File: src/hdl/iocig_pkg.sv
//////////////////////////////////////////////////////////////////////////////
// Purpose: Shared constants and types for the I/O cell pair input capture
// Assumes: One 50 MHz system clock, APB register access
// Notes:   Offsets are byte addresses of aligned 32-bit words
//////////////////////////////////////////////////////////////////////////////
package iocig_pkg;

    // Register byte offsets
    localparam logic [7:0]  ADDR_CTRL     = 8'h00;
    localparam logic [7:0]  ADDR_STATUS   = 8'h04;
    localparam logic [7:0]  ADDR_DATA     = 8'h08;

    // Control register field positions
    localparam int unsigned CTRL_EN_BIT   = 0;
    localparam int unsigned CTRL_MODE_LO  = 1;
    localparam int unsigned CTRL_MEM_BIT  = 3;
    localparam int unsigned CTRL_DDYN_BIT = 4;
    localparam int unsigned CTRL_DEN_BIT  = 5;
    localparam int unsigned CTRL_WIDTH    = 6;
    localparam logic [5:0]  CTRL_RESET    = 6'h00;

    // Status register field positions
    localparam int unsigned STAT_OVF_BIT  = 0;
    localparam int unsigned STAT_VLD_BIT  = 1;
    localparam int unsigned STAT_ST_LO    = 2;

    // Delay line
    localparam int unsigned DLY_TAPS      = 16;
    localparam logic [3:0]  DLY_FIXED     = 4'h4;

    // Input capture modes
    typedef enum logic [1:0] {
        IOCIG_BYPASS = 2'h0,
        IOCIG_SDR    = 2'h1,
        IOCIG_DDR    = 2'h2,
        IOCIG_GEAR   = 2'h3
    } iocig_mode_t;

    // Word handed to the core
    typedef struct packed {
        iocig_mode_t mode;
        logic [1:0]  s1;   // Second slice {pos, neg}, SDR in bit 0
        logic [3:0]  s0;   // First slice, gear {neg_a, pos_a, neg_b, pos_b}
    } iocig_word_t;

    localparam int unsigned WORD_W        = 8;

endpackage : iocig_pkg

File: src/hdl/iocig_buf2.sv
//////////////////////////////////////////////////////////////////////////////
// Purpose: Two-entry skid buffer with valid/ready on both sides
// Assumes: Single clock, synchronous active-high reset
// Notes:   Outputs come straight from flip-flops; in_ready_o is registered
//////////////////////////////////////////////////////////////////////////////
module iocig_buf2 #(
    parameter int unsigned WIDTH = 8
) (
    input  wire logic             clock_i,
    input  wire logic             rst_i,
    input  wire logic             in_valid_i,
    input  wire logic [WIDTH-1:0] in_data_i,
    output logic                  in_ready_o,
    output logic                  out_valid_o,
    output logic [WIDTH-1:0]      out_data_o,
    input  wire logic             out_ready_i
);

    logic             skid_valid;
    logic [WIDTH-1:0] skid_data;

    // Handshake terms
    wire take    = in_valid_i & in_ready_o;
    wire drain   = out_valid_o & out_ready_i;
    wire out_free = ~out_valid_o | drain;

    assign in_ready_o = ~skid_valid;

    // Output stage refills from skid first so order is kept
    always_ff @(posedge clock_i) begin
        if (rst_i) begin
            out_valid_o <= 1'b0;
            out_data_o  <= '0;
            skid_valid  <= 1'b0;
            skid_data   <= '0;
        end else begin
            if (out_free) begin
                if (skid_valid) begin
                    out_valid_o <= 1'b1;
                    out_data_o  <= skid_data;
                    skid_valid  <= take;
                    skid_data   <= in_data_i;
                end else begin
                    out_valid_o <= take;
                    out_data_o  <= in_data_i;
                end
            end else if (take) begin
                skid_valid <= 1'b1;   // Receiver stalled: park the word
                skid_data  <= in_data_i;
            end
        end
    end

endmodule : iocig_buf2

File: src/hdl/iocig_cell_pair.sv
//////////////////////////////////////////////////////////////////////////////
// Purpose: I/O cell pair: output drive and input capture for two slices
// Assumes: 50 MHz clock_i samples all link signals through two flip-flops
// Notes:   Link clocks are found by edge detection, not used as clocks
//////////////////////////////////////////////////////////////////////////////
//
// Chosen here: the register offsets and the APB slave port.
module iocig_cell_pair
    import iocig_pkg::*;
#(
    parameter bit EDGE_SIDE = 1'b1   // Gearbox only exists on left/right edges
) (
    input  wire logic                   clock_i,
    input  wire logic                   rst_i,
    // APB slave
    input  wire logic                   psel_i,
    input  wire logic                   penable_i,
    input  wire logic                   pwrite_i,
    input  wire logic [7:0]             paddr_i,
    input  wire logic [31:0]            pwdata_i,
    output logic      [31:0]            prdata_o,
    output logic                        pready_o,
    output logic                        pslverr_o,
    // Core side of the output path and the input delay tap select
    input  wire logic [1:0]             core_out_data_i,
    input  wire logic [1:0]             core_tristate_i,
    input  wire logic [3:0]             delay_select_i,
    // Pad buffers
    input  wire logic [1:0]             pad_in_data_i,
    output logic      [1:0]             pad_out_data_o,
    output logic      [1:0]             pad_tristate_ctl_o,
    // Link signals from the strobe read control
    input  wire logic                   strobe_read_clk_i,
    input  wire logic                   edge_clk_i,
    input  wire logic                   sync_clk_polarity_i,
    input  wire logic                   sync_transfer_latch_i,
    // Bypass paths
    output logic      [1:0]             comb_in_path_o,
    output logic      [1:0]             clk_in_path_o,
    output logic                        strobe_delay_in_o,
    // Captured stream to the core
    output logic                        rx_valid_o,
    output iocig_pkg::iocig_word_t      rx_data_o,
    input  wire logic                   rx_ready_i
);

    //////////////////////////////////////////////////////////////////////////
    // Capture sequencer states
    typedef enum logic [2:0] {
        ST_IDLE = 3'b001,
        ST_ARM  = 3'b010,
        ST_RUN  = 3'b100
    } iocig_state_t;

    iocig_state_t state;
    iocig_state_t next_state;

    // Picks one tap of a delay line
    function automatic logic tap_pick(input logic [DLY_TAPS-1:0] line, input logic [3:0] sel);
        tap_pick = line[sel];
    endfunction : tap_pick

    //////////////////////////////////////////////////////////////////////////
    // Two-flop synchronisers; stage one is read only by stage two
    logic [5:0] sync1;
    logic [5:0] sync2;
    wire  [5:0] raw_in = {sync_transfer_latch_i, sync_clk_polarity_i, edge_clk_i,
                          strobe_read_clk_i, pad_in_data_i};

    always_ff @(posedge clock_i) begin
        if (rst_i) begin
            sync1 <= '0;
            sync2 <= '0;
        end else begin
            sync1 <= raw_in;
            sync2 <= sync1;
        end
    end

    wire [1:0] pad_s   = sync2[1:0];
    wire       strb_s  = sync2[2];
    wire       edge_clk_s  = sync2[3];
    wire       pol_s   = sync2[4];
    wire       latch_s = sync2[5];

    //////////////////////////////////////////////////////////////////////////
    // Control register; mode and delay fields are frozen while enabled
    logic [CTRL_WIDTH-1:0] ctrl;
    logic                  ovf;

    wire         cap_en   = ctrl[CTRL_EN_BIT];
    iocig_mode_t mode_raw;
    iocig_mode_t mode;
    assign mode_raw = iocig_mode_t'(ctrl[CTRL_MODE_LO +: 2]);
    assign mode     = (mode_raw == IOCIG_GEAR && !EDGE_SIDE) ? IOCIG_DDR : mode_raw;
    wire         mem_md   = ctrl[CTRL_MEM_BIT];
    wire         dly_dyn  = ctrl[CTRL_DDYN_BIT];
    wire         dly_en   = ctrl[CTRL_DEN_BIT];

    // APB decode
    wire setup    = psel_i & ~penable_i;
    wire wr_acc   = psel_i & penable_i & pwrite_i;
    wire hit_ctrl = (paddr_i == ADDR_CTRL);
    wire hit_stat = (paddr_i == ADDR_STATUS);
    wire hit_data = (paddr_i == ADDR_DATA);
    wire mapped   = hit_ctrl | hit_stat | hit_data;

    //////////////////////////////////////////////////////////////////////////
    // Pad delay lines, one per slice
    logic [DLY_TAPS-1:0] dly_line [2];
    logic [1:0]          pad_tap;

    wire [3:0] tap_sel = dly_dyn ? delay_select_i : DLY_FIXED;

    always_ff @(posedge clock_i) begin
        if (rst_i) begin
            dly_line[0] <= '0;
            dly_line[1] <= '0;
        end else begin
            dly_line[0] <= {dly_line[0][DLY_TAPS-2:0], pad_s[0]};
            dly_line[1] <= {dly_line[1][DLY_TAPS-2:0], pad_s[1]};
        end
    end

    // Delay is optional: tap zero bypasses nothing but still needs a cycle
    assign pad_tap[0] = dly_en ? tap_pick(dly_line[0], tap_sel) : pad_s[0];
    assign pad_tap[1] = dly_en ? tap_pick(dly_line[1], tap_sel) : pad_s[1];

    //////////////////////////////////////////////////////////////////////////
    // Sampling clock edges: read strobe in memory mode, edge clock otherwise
    logic smp_q;
    wire  smp_now  = mem_md ? strb_s : edge_clk_s;
    wire  smp_rise = smp_now & ~smp_q;
    wire  smp_fall = ~smp_now & smp_q;
    wire  load_ev  = pol_s ? smp_rise : smp_fall;

    logic [1:0] pos_q;
    logic [1:0] neg_q;
    logic [1:0] sync_pos;
    logic [1:0] sync_neg;
    logic [1:0] gear_pos_a;
    logic [1:0] gear_neg_a;
    logic       gear_phase;

    // Pair handed to the sync stage depends on which edge loads it
    wire [1:0] pair_pos = pos_q;
    wire [1:0] pair_neg = pol_s ? neg_q : pad_tap;

    always_ff @(posedge clock_i) begin
        if (rst_i) begin
            smp_q <= 1'b0;
            pos_q <= '0;
            neg_q <= '0;
        end else begin
            smp_q <= smp_now;
            if (smp_rise) begin
                pos_q <= pad_tap;
            end
            if (smp_fall) begin
                neg_q <= pad_tap;
            end
        end
    end

    // Sync registers and first gear pair, loaded on the chosen edge
    always_ff @(posedge clock_i) begin
        if (rst_i) begin
            sync_pos   <= '0;
            sync_neg   <= '0;
            gear_pos_a <= '0;
            gear_neg_a <= '0;
            gear_phase <= 1'b0;
        end else if (load_ev) begin
            sync_pos   <= pair_pos;
            sync_neg   <= pair_neg;
            gear_pos_a <= sync_pos;
            gear_neg_a <= sync_neg;
            gear_phase <= (state == ST_RUN) ? ~gear_phase : 1'b0;
        end
    end

    //////////////////////////////////////////////////////////////////////////
    // Sequencer: ARM waits for one sync load, SDR excepted, so the gear phase is aligned
    always_comb begin
        next_state = state;
        unique case (state)
            ST_IDLE: begin
                if (cap_en) next_state = ST_ARM;
            end
            ST_ARM: begin
                if (!cap_en) next_state = ST_IDLE;
                else if (load_ev || mode == IOCIG_SDR) next_state = ST_RUN;
            end
            ST_RUN: begin
                if (!cap_en) next_state = ST_IDLE;
            end
        endcase
    end

    always_ff @(posedge clock_i) begin
        if (rst_i) begin
            state <= ST_IDLE;
        end else begin
            state <= next_state;
        end
    end

    //////////////////////////////////////////////////////////////////////////
    // Transfer into the clock-transfer stage and on to the buffer
    wire running  = (state == ST_RUN);
    wire ddr_push = running & (mode == IOCIG_DDR) & load_ev & latch_s;
    wire gear_push = running & (mode == IOCIG_GEAR) & load_ev & latch_s & gear_phase;
    wire sdr_push = running & (mode == IOCIG_SDR);

    iocig_word_t push_word;
    logic        push_valid;
    logic        buf_ready;
    iocig_word_t next_word;

    // Word layout per mode; sync stage is the newest pair
    always_comb begin
        next_word      = '0;
        next_word.mode = mode;
        unique case (mode)
            IOCIG_SDR: begin
                next_word.s0 = {3'h0, pad_tap[0]};
                next_word.s1 = {1'b0, pad_tap[1]};
            end
            IOCIG_GEAR: begin
                next_word.s0 = {gear_neg_a[0], gear_pos_a[0], sync_neg[0], sync_pos[0]};
                next_word.s1 = {sync_pos[1], sync_neg[1]};
            end
            default: begin
                next_word.s0 = {2'h0, sync_pos[0], sync_neg[0]};
                next_word.s1 = {sync_pos[1], sync_neg[1]};
            end
        endcase
    end

    // One-cycle delayed push so the sync stage is settled when copied
    always_ff @(posedge clock_i) begin
        if (rst_i) begin
            push_valid <= 1'b0;
            push_word  <= '0;
        end else if (!push_valid || buf_ready) begin
            push_valid <= ddr_push | gear_push | sdr_push;
            push_word  <= next_word;
        end
    end

    // A word arriving while the buffer is full is dropped and flagged
    wire lost = push_valid & ~buf_ready & (ddr_push | gear_push | sdr_push);

    iocig_buf2 #(
        .WIDTH      (WORD_W)
    ) u_buf (
        .clock_i    (clock_i),
        .rst_i      (rst_i),
        .in_valid_i (push_valid),
        .in_data_i  (push_word),
        .in_ready_o (buf_ready),
        .out_valid_o(rx_valid_o),
        .out_data_o (rx_data_o),
        .out_ready_i(rx_ready_i)
    );

    //////////////////////////////////////////////////////////////////////////
    // Output path and bypass paths, registered per slice
    wire bypass = (mode == IOCIG_BYPASS);

    always_ff @(posedge clock_i) begin
        if (rst_i) begin
            pad_out_data_o     <= '0;
            pad_tristate_ctl_o <= 2'h3;   // Released until the core drives
            comb_in_path_o     <= '0;
            clk_in_path_o      <= '0;
            strobe_delay_in_o  <= 1'b0;
        end else begin
            pad_out_data_o     <= core_out_data_i;
            pad_tristate_ctl_o <= core_tristate_i;
            comb_in_path_o     <= bypass ? pad_tap : 2'h0;
            clk_in_path_o      <= bypass ? pad_s : 2'h0;
            strobe_delay_in_o  <= bypass & pad_s[0];
        end
    end

    //////////////////////////////////////////////////////////////////////////
    // Registers: ctrl write, overflow write-one-clear, set wins over clear
    wire ovf_clr = wr_acc & hit_stat & pwdata_i[STAT_OVF_BIT];

    always_ff @(posedge clock_i) begin
        if (rst_i) begin
            ctrl <= CTRL_RESET;
            ovf  <= 1'b0;
        end else begin
            if (wr_acc && hit_ctrl) begin
                ctrl[CTRL_EN_BIT] <= pwdata_i[CTRL_EN_BIT];
                if (!cap_en) begin
                    ctrl[CTRL_WIDTH-1:1] <= pwdata_i[CTRL_WIDTH-1:1];
                end
            end
            if (lost) begin
                ovf <= 1'b1;
            end else if (ovf_clr) begin
                ovf <= 1'b0;
            end
        end
    end

    // Read data assembled at setup so it is registered for the access phase
    wire [31:0] rd_ctrl = {{(32 - CTRL_WIDTH){1'b0}}, ctrl};
    wire [31:0] rd_stat = {27'h0, state, rx_valid_o, ovf};
    wire [31:0] rd_data = {24'h0, rx_data_o};
    wire [31:0] rd_mux  = hit_ctrl ? rd_ctrl : hit_stat ? rd_stat : hit_data ? rd_data : 32'h0;

    always_ff @(posedge clock_i) begin
        if (rst_i) begin
            prdata_o  <= 32'h0;
            pready_o  <= 1'b0;
            pslverr_o <= 1'b0;
        end else begin
            pready_o <= setup;
            if (setup) begin
                prdata_o  <= rd_mux;
                pslverr_o <= ~mapped;
            end else begin
                pslverr_o <= 1'b0;
            end
        end
    end

endmodule : iocig_cell_pair

File: config.mk
export PLATFORM = sky130hd
export DESIGN_NAME = iocig_cell_pair
export DESIGN_NICKNAME = d
export VERILOG_FILES = /design/src/hdl/iocig_pkg.sv /design/src/hdl/iocig_buf2.sv /design/src/hdl/iocig_cell_pair.sv
export SDC_FILE = /design/constraint.sdc
export NUM_CORES = 1
export LEC_CHECK = 0
export ABC_AREA = 0
export ABC_CLOCK_PERIOD_IN_PS = 2700
export BUFFER_PORTS_ARGS = -buffer_cell sky130_fd_sc_hd__buf_2
export CAP_MARGIN = 20
export CORE_MARGIN = 4
export CORE_UTILIZATION = 41
export CTS_BUF_LIST = sky130_fd_sc_hd__clkbuf_8
export CTS_CLUSTER_SIZE = 20
export DETAILED_ROUTE_END_ITERATION = 10
export HOLD_SLACK_MARGIN = 0.08
export MAX_ROUTING_LAYER = met4
export RECOVER_POWER = 50
export SYNTH_ARGS = -nofsm -noshare
export SYNTH_HDL_FRONTEND = slang
export SYNTH_SLANG_ARGS = --single-unit
File: constraint.sdc
create_clock -name clock_i -period 2.7 [get_ports clock_i]
set_clock_uncertainty 0.05 [all_clocks]
set_input_delay 0.54 -clock clock_i [delete_from_list [all_inputs] [get_ports clock_i]]
set_output_delay 0.54 -clock clock_i [all_outputs]
set_load 0.005 [all_outputs]
### After elaboration in Yosys (flattened, before gate mapping)

Memory sizes are Yosys's and may differ from the RTL's.
Cells that the tools add are included.

| storage, ports and cells | value |
|---|---|
| bits in registers | 104 |
| RAM bits | 32 |
| input port bits | 60 |
| output and inout port bits | 52 |
| word-level logic and storage cells | 129 |
| memories | 1 |

Memory list:

| memory | words | width | rd ports | clocked after memory_dff | wr ports | RTL line | source |
|---|---|---|---|---|---|---|---|
| dly_line | 2 | 16 | 2 | 0 | 2 | iocig_cell_pair.sv:110 | `logic [DLY_TAPS-1:0] dly_line [2];` |

| cells by class | value |
|---|---|
| order comparisons | 1 |
| equality and inequality tests | 12 |
| mux-type cells | 35 |
| bitwise operators | 37 |
| reductions and logical operators | 13 |

Operator list:

| operator | count |
|---|---|
| $mux W8 | 7 |
| $mux W16 | 2 |
| $and A1 B1 Y1 | 20 |
| $mux W1 | 16 |
| $mux W3 | 4 |
| $pmux W6 S2 | 1 |
| $not A1 Y1 | 10 |
| $pmux W3 S3 | 1 |
| $bmux W1 S4 | 2 |
| $eq A8 B3 Y1 const B | 1 |
| $eq A8 B4 Y1 const B | 1 |
| $logic_not A8 Y1 | 1 |
| $or A1 B1 Y1 | 7 |
| $lt A4 B5 Y1 const B | 1 |
| $eq A2 B2 Y1 const B | 2 |
| $mux W4 | 1 |
| $ne A2 B2 Y1 const B | 2 |
| $reduce_and A2 Y1 | 2 |
| $reduce_bool A2 Y1 | 2 |
| $reduce_or A2 Y1 | 2 |
| $eq A3 B1 Y1 const B | 1 |
| $eq A3 B2 Y1 const B | 1 |
| $eq A3 B3 Y1 const B | 1 |
| $ne A3 B3 Y1 const B | 1 |
| 8 further kinds | 9 |

### Logic depth before layout (Yosys ltp)

| depth | value |
|---|---|
| depth in word-level cells | 11 |
| gate-level depth with buffers | 6 |
| gate-level depth less buffers | 5 |

### Hierarchy

Synthesis repeated with hierarchy kept, for this count alone.

| unflattened totals | value |
|---|---|
| cells, all modules | 472 |
| area, all modules | 4655.7 um^2 |

By module, submodules not included:

| module | instances | cells an instance | area an instance (um^2) | seq. area each (um^2) |
|---|---|---|---|---|
| iocig_cell_pair | 1 | 394 | 3836.2 | 1881.8 |
| iocig_buf2 | 1 | 78 | 819.5 | 360.3 |

### Least setup slack after synthesis

Ideal clock, no wire load.

| timing | value |
|---|---|
| path type | input-to-reg |
| start | in delay_select_i[0] |
| end | reg sync_neg[1] |
| library setup time | 0.133 ns |
| arrival time | 1.781 ns |
| data required time | 2.517 ns |
| path slack | 0.735 ns |
| stages | 5 |
| path buffers | 0 |
| cells stage by stage | mux2_2 -> a2111oi_2 -> a221oi_2 -> a2111oi_0 -> nor4_1 |

| on the way | value |
|---|---|
| word-level cells in the longest chain between the ends | 5 |

Ends and longest elaborated chain:

| what | RTL line | source |
|---|---|---|
| start: declaration | iocig_cell_pair.sv:27 | `input wire logic [3:0] delay_select_i,` |
| $mux W4 | iocig_cell_pair.sv:113 | `wire [3:0] tap_sel = dly_dyn ? delay_select_i : DLY_FIXED;` |
| $bmux W1 S4 | iocig_cell_pair.sv:60 | `tap_pick = line[sel];` |
| $mux W1 (implied by the code) | iocig_cell_pair.sv:60 |  |
| $mux W1 | iocig_cell_pair.sv:127 | `assign pad_tap[1] = dly_en ? tap_pick(dly_line[1], tap_sel) : pad_s[1];` |
| $mux W2 | iocig_cell_pair.sv:147 | `wire [1:0] pair_neg = pol_s ? neg_q : pad_tap;` |
| end signal: assignment | iocig_cell_pair.sv:175 | `sync_neg <= pair_neg;` |
| end: declaration | iocig_cell_pair.sv:140 | `logic [1:0] sync_neg;` |

No other way between the ends. The select of a mux whose other input is x is not followed.
A chain may end at the register's enable or synchronous reset.

### Worst setup path in the final report

| timing | value |
|---|---|
| start | in rst_i |
| end | reg push_word[5] (netlist name) |

RTL lines:

| what | RTL line | source |
|---|---|---|
| start: declaration | iocig_cell_pair.sv:14 | `input wire logic rst_i,` |
| end signal: assignment | iocig_cell_pair.sv:247 | `push_word <= next_word;` |
| end: declaration | iocig_cell_pair.sv:215 | `iocig_word_t push_word;` |

No word-level cell between the ends.

==> results.sh <==
export IMPL_period_minus_slack_ps=2203
export IMPL_pwr_share_comb=0.048
export IMPL_tns_ps=0
export IMPL_relSlewSlack=0.02634
export IMPL_async_reset_ff_frac=0
export IMPL_grt_pass1_wl_mm=15.12
export IMPL_place_congestion=0.7936
export IMPL_whs_endpoint="pad_tristate_ctl_o[0]"
export IMPL_finalCritPeriodShare=0.8160
export IMPL_p_switching_uw=685.9
export IMPL_dieWidth_microns=112.8
export IMPL_cts_buffers=9
export IMPL_ir_worst_vdd_mv=0.2804
export IMPL_num_io_pins=112
export IMPL_tritoncts="done"
export IMPL_fmax_mhz=453.9
export IMPL_worstReg2RegEnd="neg_q[0]"
export IMPL_die_y_microns=112.8
export IMPL_fin_ws_ps=496.7
export IMPL_post_place_ws_ps=211.6
export IMPL_via_per_inst=4.978
export IMPL_finalHoldViolCount=0
export IMPL_grt_max_degree=80
export IMPL_avgSynthCellArea_sq_um=9.916
export IMPL_path_clk_slew_ps=110
export IMPL_clockBufferDepth=2
export IMPL_synth_edf_count=0
export IMPL_clock_latency_ps=360
export IMPL_syn_to_final_growth_pct=10.73
export IMPL_reg2reg_slack_ps=570
export IMPL_synth_cell_types=55
export IMPL_setup_viol=0
export IMPL_hp_start="core_tristate_i[0]"
export IMPL_critPathKind="in -> reg"
export IMPL_power_total_mw=2.892
export IMPL_drtIter0Drc=128
export IMPL_cp_arrival_ps=2380
export IMPL_core_sq_um=10510
export IMPL_route_detailed_drc=0
export IMPL_wl_per_cell_microns=14.07
export IMPL_via_count=3206
export IMPL_ys_warn_count=0
export IMPL_reg2reg_depth=5
export IMPL_die_area_sq_um=12720
export IMPL_antenna_found_initial=0
export IMPL_drv_slew=0
export IMPL_drive_above_1_share=0.1850
export IMPL_r2r_start="ctrl[4]"
export IMPL_status="completed"
export IMPL_synthTopCellsByArea="dfxtp_1 (50%), mux2i_1 (7.8%), nor2b_1 (7.1%), nor2_1 (4.3%), buf_4 (4.0%)"
export IMPL_cts_sinks=112
export IMPL_cts_hold_fix_buffers=0
export IMPL_htree_levels=3
export IMPL_dp_cells=628
export IMPL_grt_pass1_vias=3035
export IMPL_place_hpwl_mm=6.319
export IMPL_synthFlopType="dfxtp_1"
export IMPL_routed_wirelength_mm=9.062
export IMPL_start_util=0.4284
export IMPL_synth_most_common_cell="dfxtp_1"
export IMPL_stdcell_count=644
export IMPL_hold_class="in -> reg"
export IMPL_drtAntennaViolNets=0
export IMPL_synth_seq_cells=112
export IMPL_p_int_mw=2.206
export IMPL_power_frac_clock=0.368
export IMPL_cp_start_kind="input port"
export IMPL_powerDensity_nw_per_um2=580.1
export IMPL_leakagePower_nw=2.068
export IMPL_rows=37
export IMPL_yosys_top_cells_count="dfxtp_1 (112), nor2_1 (51), nor2b_1 (51)"
export IMPL_syn_cell_area_sq_um=4502
export IMPL_root_buffer="clkbuf_8"
export IMPL_whs_path_depth=2
export IMPL_switching_share=0.2372
export IMPL_grt_total_usage=0.1492
export IMPL_rsz0062_at_grt="no"
export IMPL_portBuffers=61
export IMPL_post_cts_buffers=0
export IMPL_worst_slew_pin_slew_ps=1460
export IMPL_nets=563
export IMPL_end_kind="register"
export IMPL_gr_total_overflow=0
export IMPL_drv_cap=0
export IMPL_crit_required_ps=2880
export IMPL_synth_top_area_share=0.4981
export IMPL_drt_pass1_iter_count=4
export IMPL_worstPathMaxFanout=79
export IMPL_yosys_area_top_type="dfxtp_1"
export IMPL_diodes=0
export IMPL_synthCells=454
export IMPL_ys_seq_area_frac=0.4981
export IMPL_ctsResizeCount=0
export IMPL_p_seq_frac=0.585
[how the worst max path moves through the flow]
stage	cells after the start	endpoint	from	slack (ps)
after global routing	3	push_word[5]	rst_i	220
after CTS	5	neg_q[0]	ctrl[4]	580
after floorplan	5	sync_neg[1]	delay_select_i[0]	740
after detailed placement	6	sync_neg[1]	delay_select_i[0]	210
final	3	push_word[5]	rst_i	500
after global placement	5	pair_pos[0]	delay_select_i[0]	240
[kinds of logic after synthesis]
family	synth area share
xor+xnor	0.003892
other cells	0.0008330
buf+inv	0.07309
flops	0.4981
mux	0.1081
simple gates	0.1990
compound gates	0.1170
[metal layers]
layer,part of all wire,vias up,GRT usage
met5,0,-,-
met4,0.0063,0,0.04567
met3,0.052,4,0.02727
met2,0.45,83,0.2263
met1,0.49,1502,0.2032
li1,-,1617,-
[stage by stage]
| step | instance area, sq um | hold slack (ps) | util |
|---|---|---|---|
| floorplan | 4588 | 363.8 | - |
| global placement | 4782 | 365.7 | 0.4551 |
| detailed placement | 4782 | 373.3 | 0.4551 |
| CTS | 5001 | 282.7 | 0.4759 |
| global route | 4985 | 288.7 | 0.4743 |
| finish | 4985 | 303.6 | 0.4743 |
[critical path, stage by stage]
cell and delay [ps]:
clkbuf_2 1020, clkbuf_1 640, nor2_1 120
[cell usage in the layout, fill, tap and decap left out, types with 4 or more instances in the layout]
master | netlist | final
clkbuf_8 | 2 | 10
nand2b_1 | 6 | 6
nor2_1 | 51 | 51
inv_1 | 4 | 4
nor3_1 | 6 | 6
a211oi_1 | 10 | 10
and2_1 | 4 | 4
mux2_2 | 5 | 5
buf_2 | 1 | 55
conb_1 | 1 | 24
nand3_1 | 6 | 6
dfxtp_1 | 112 | 112
a21oi_1 | 13 | 13
a22oi_1 | 11 | 11
clkbuf_1 | 15 | 7
nor3b_1 | 4 | 4
nand3b_1 | 6 | 6
o21ai_0 | 12 | 12
nand2_1 | 19 | 19
nor2b_1 | 51 | 51
mux2i_1 | 35 | 35
[power groups by stage]
| stage | Combinational [mW] | Sequential [mW] | Clock, mW |
|---|---|---|---|
| after floorplan | 0.122 | 1.72 | 0 |
| after CTS | 0.141 | 1.69 | 1.10 |
| after detailed placement | 0.140 | 1.73 | 0 |
| after global placement | 0.136 | 1.73 | 0 |
| final | 0.138 | 1.69 | 1.06 |
| after global routing | 0.156 | 1.70 | 1.17 |
[area by class of cell]
| class | count | area, sq um |
|---|---|---|
| multi-input cells | 311 | 2017 |
| repair buffers | 65 | 321.6 |
| well taps | 136 | 170.2 |
| clock buffers | 10 | 137.6 |
| clock inverters | 6 | 81.33 |
| inverters | 4 | 15.01 |
| flip-flops and latches | 112 | 2242 |
| fillers | 1013 | 5524 |
[registers in the layout (all words and copies together) (netlist names), 2 cells and up]
signal	cells
sync2	6
u_buf.skid_data	8
sync_neg	2
ctrl	6
pad_tristate_ctl_o	2
state	3
sync1	6
push_word	8
clk_in_path_o	2
sync_pos	2
neg_q	2
dly_line	32
comb_in_path_o	2
prdata_o	8
pair_pos	2
pad_out_data_o	2
u_buf.out_data_o	8
Power figures use the tool's default switching activity.
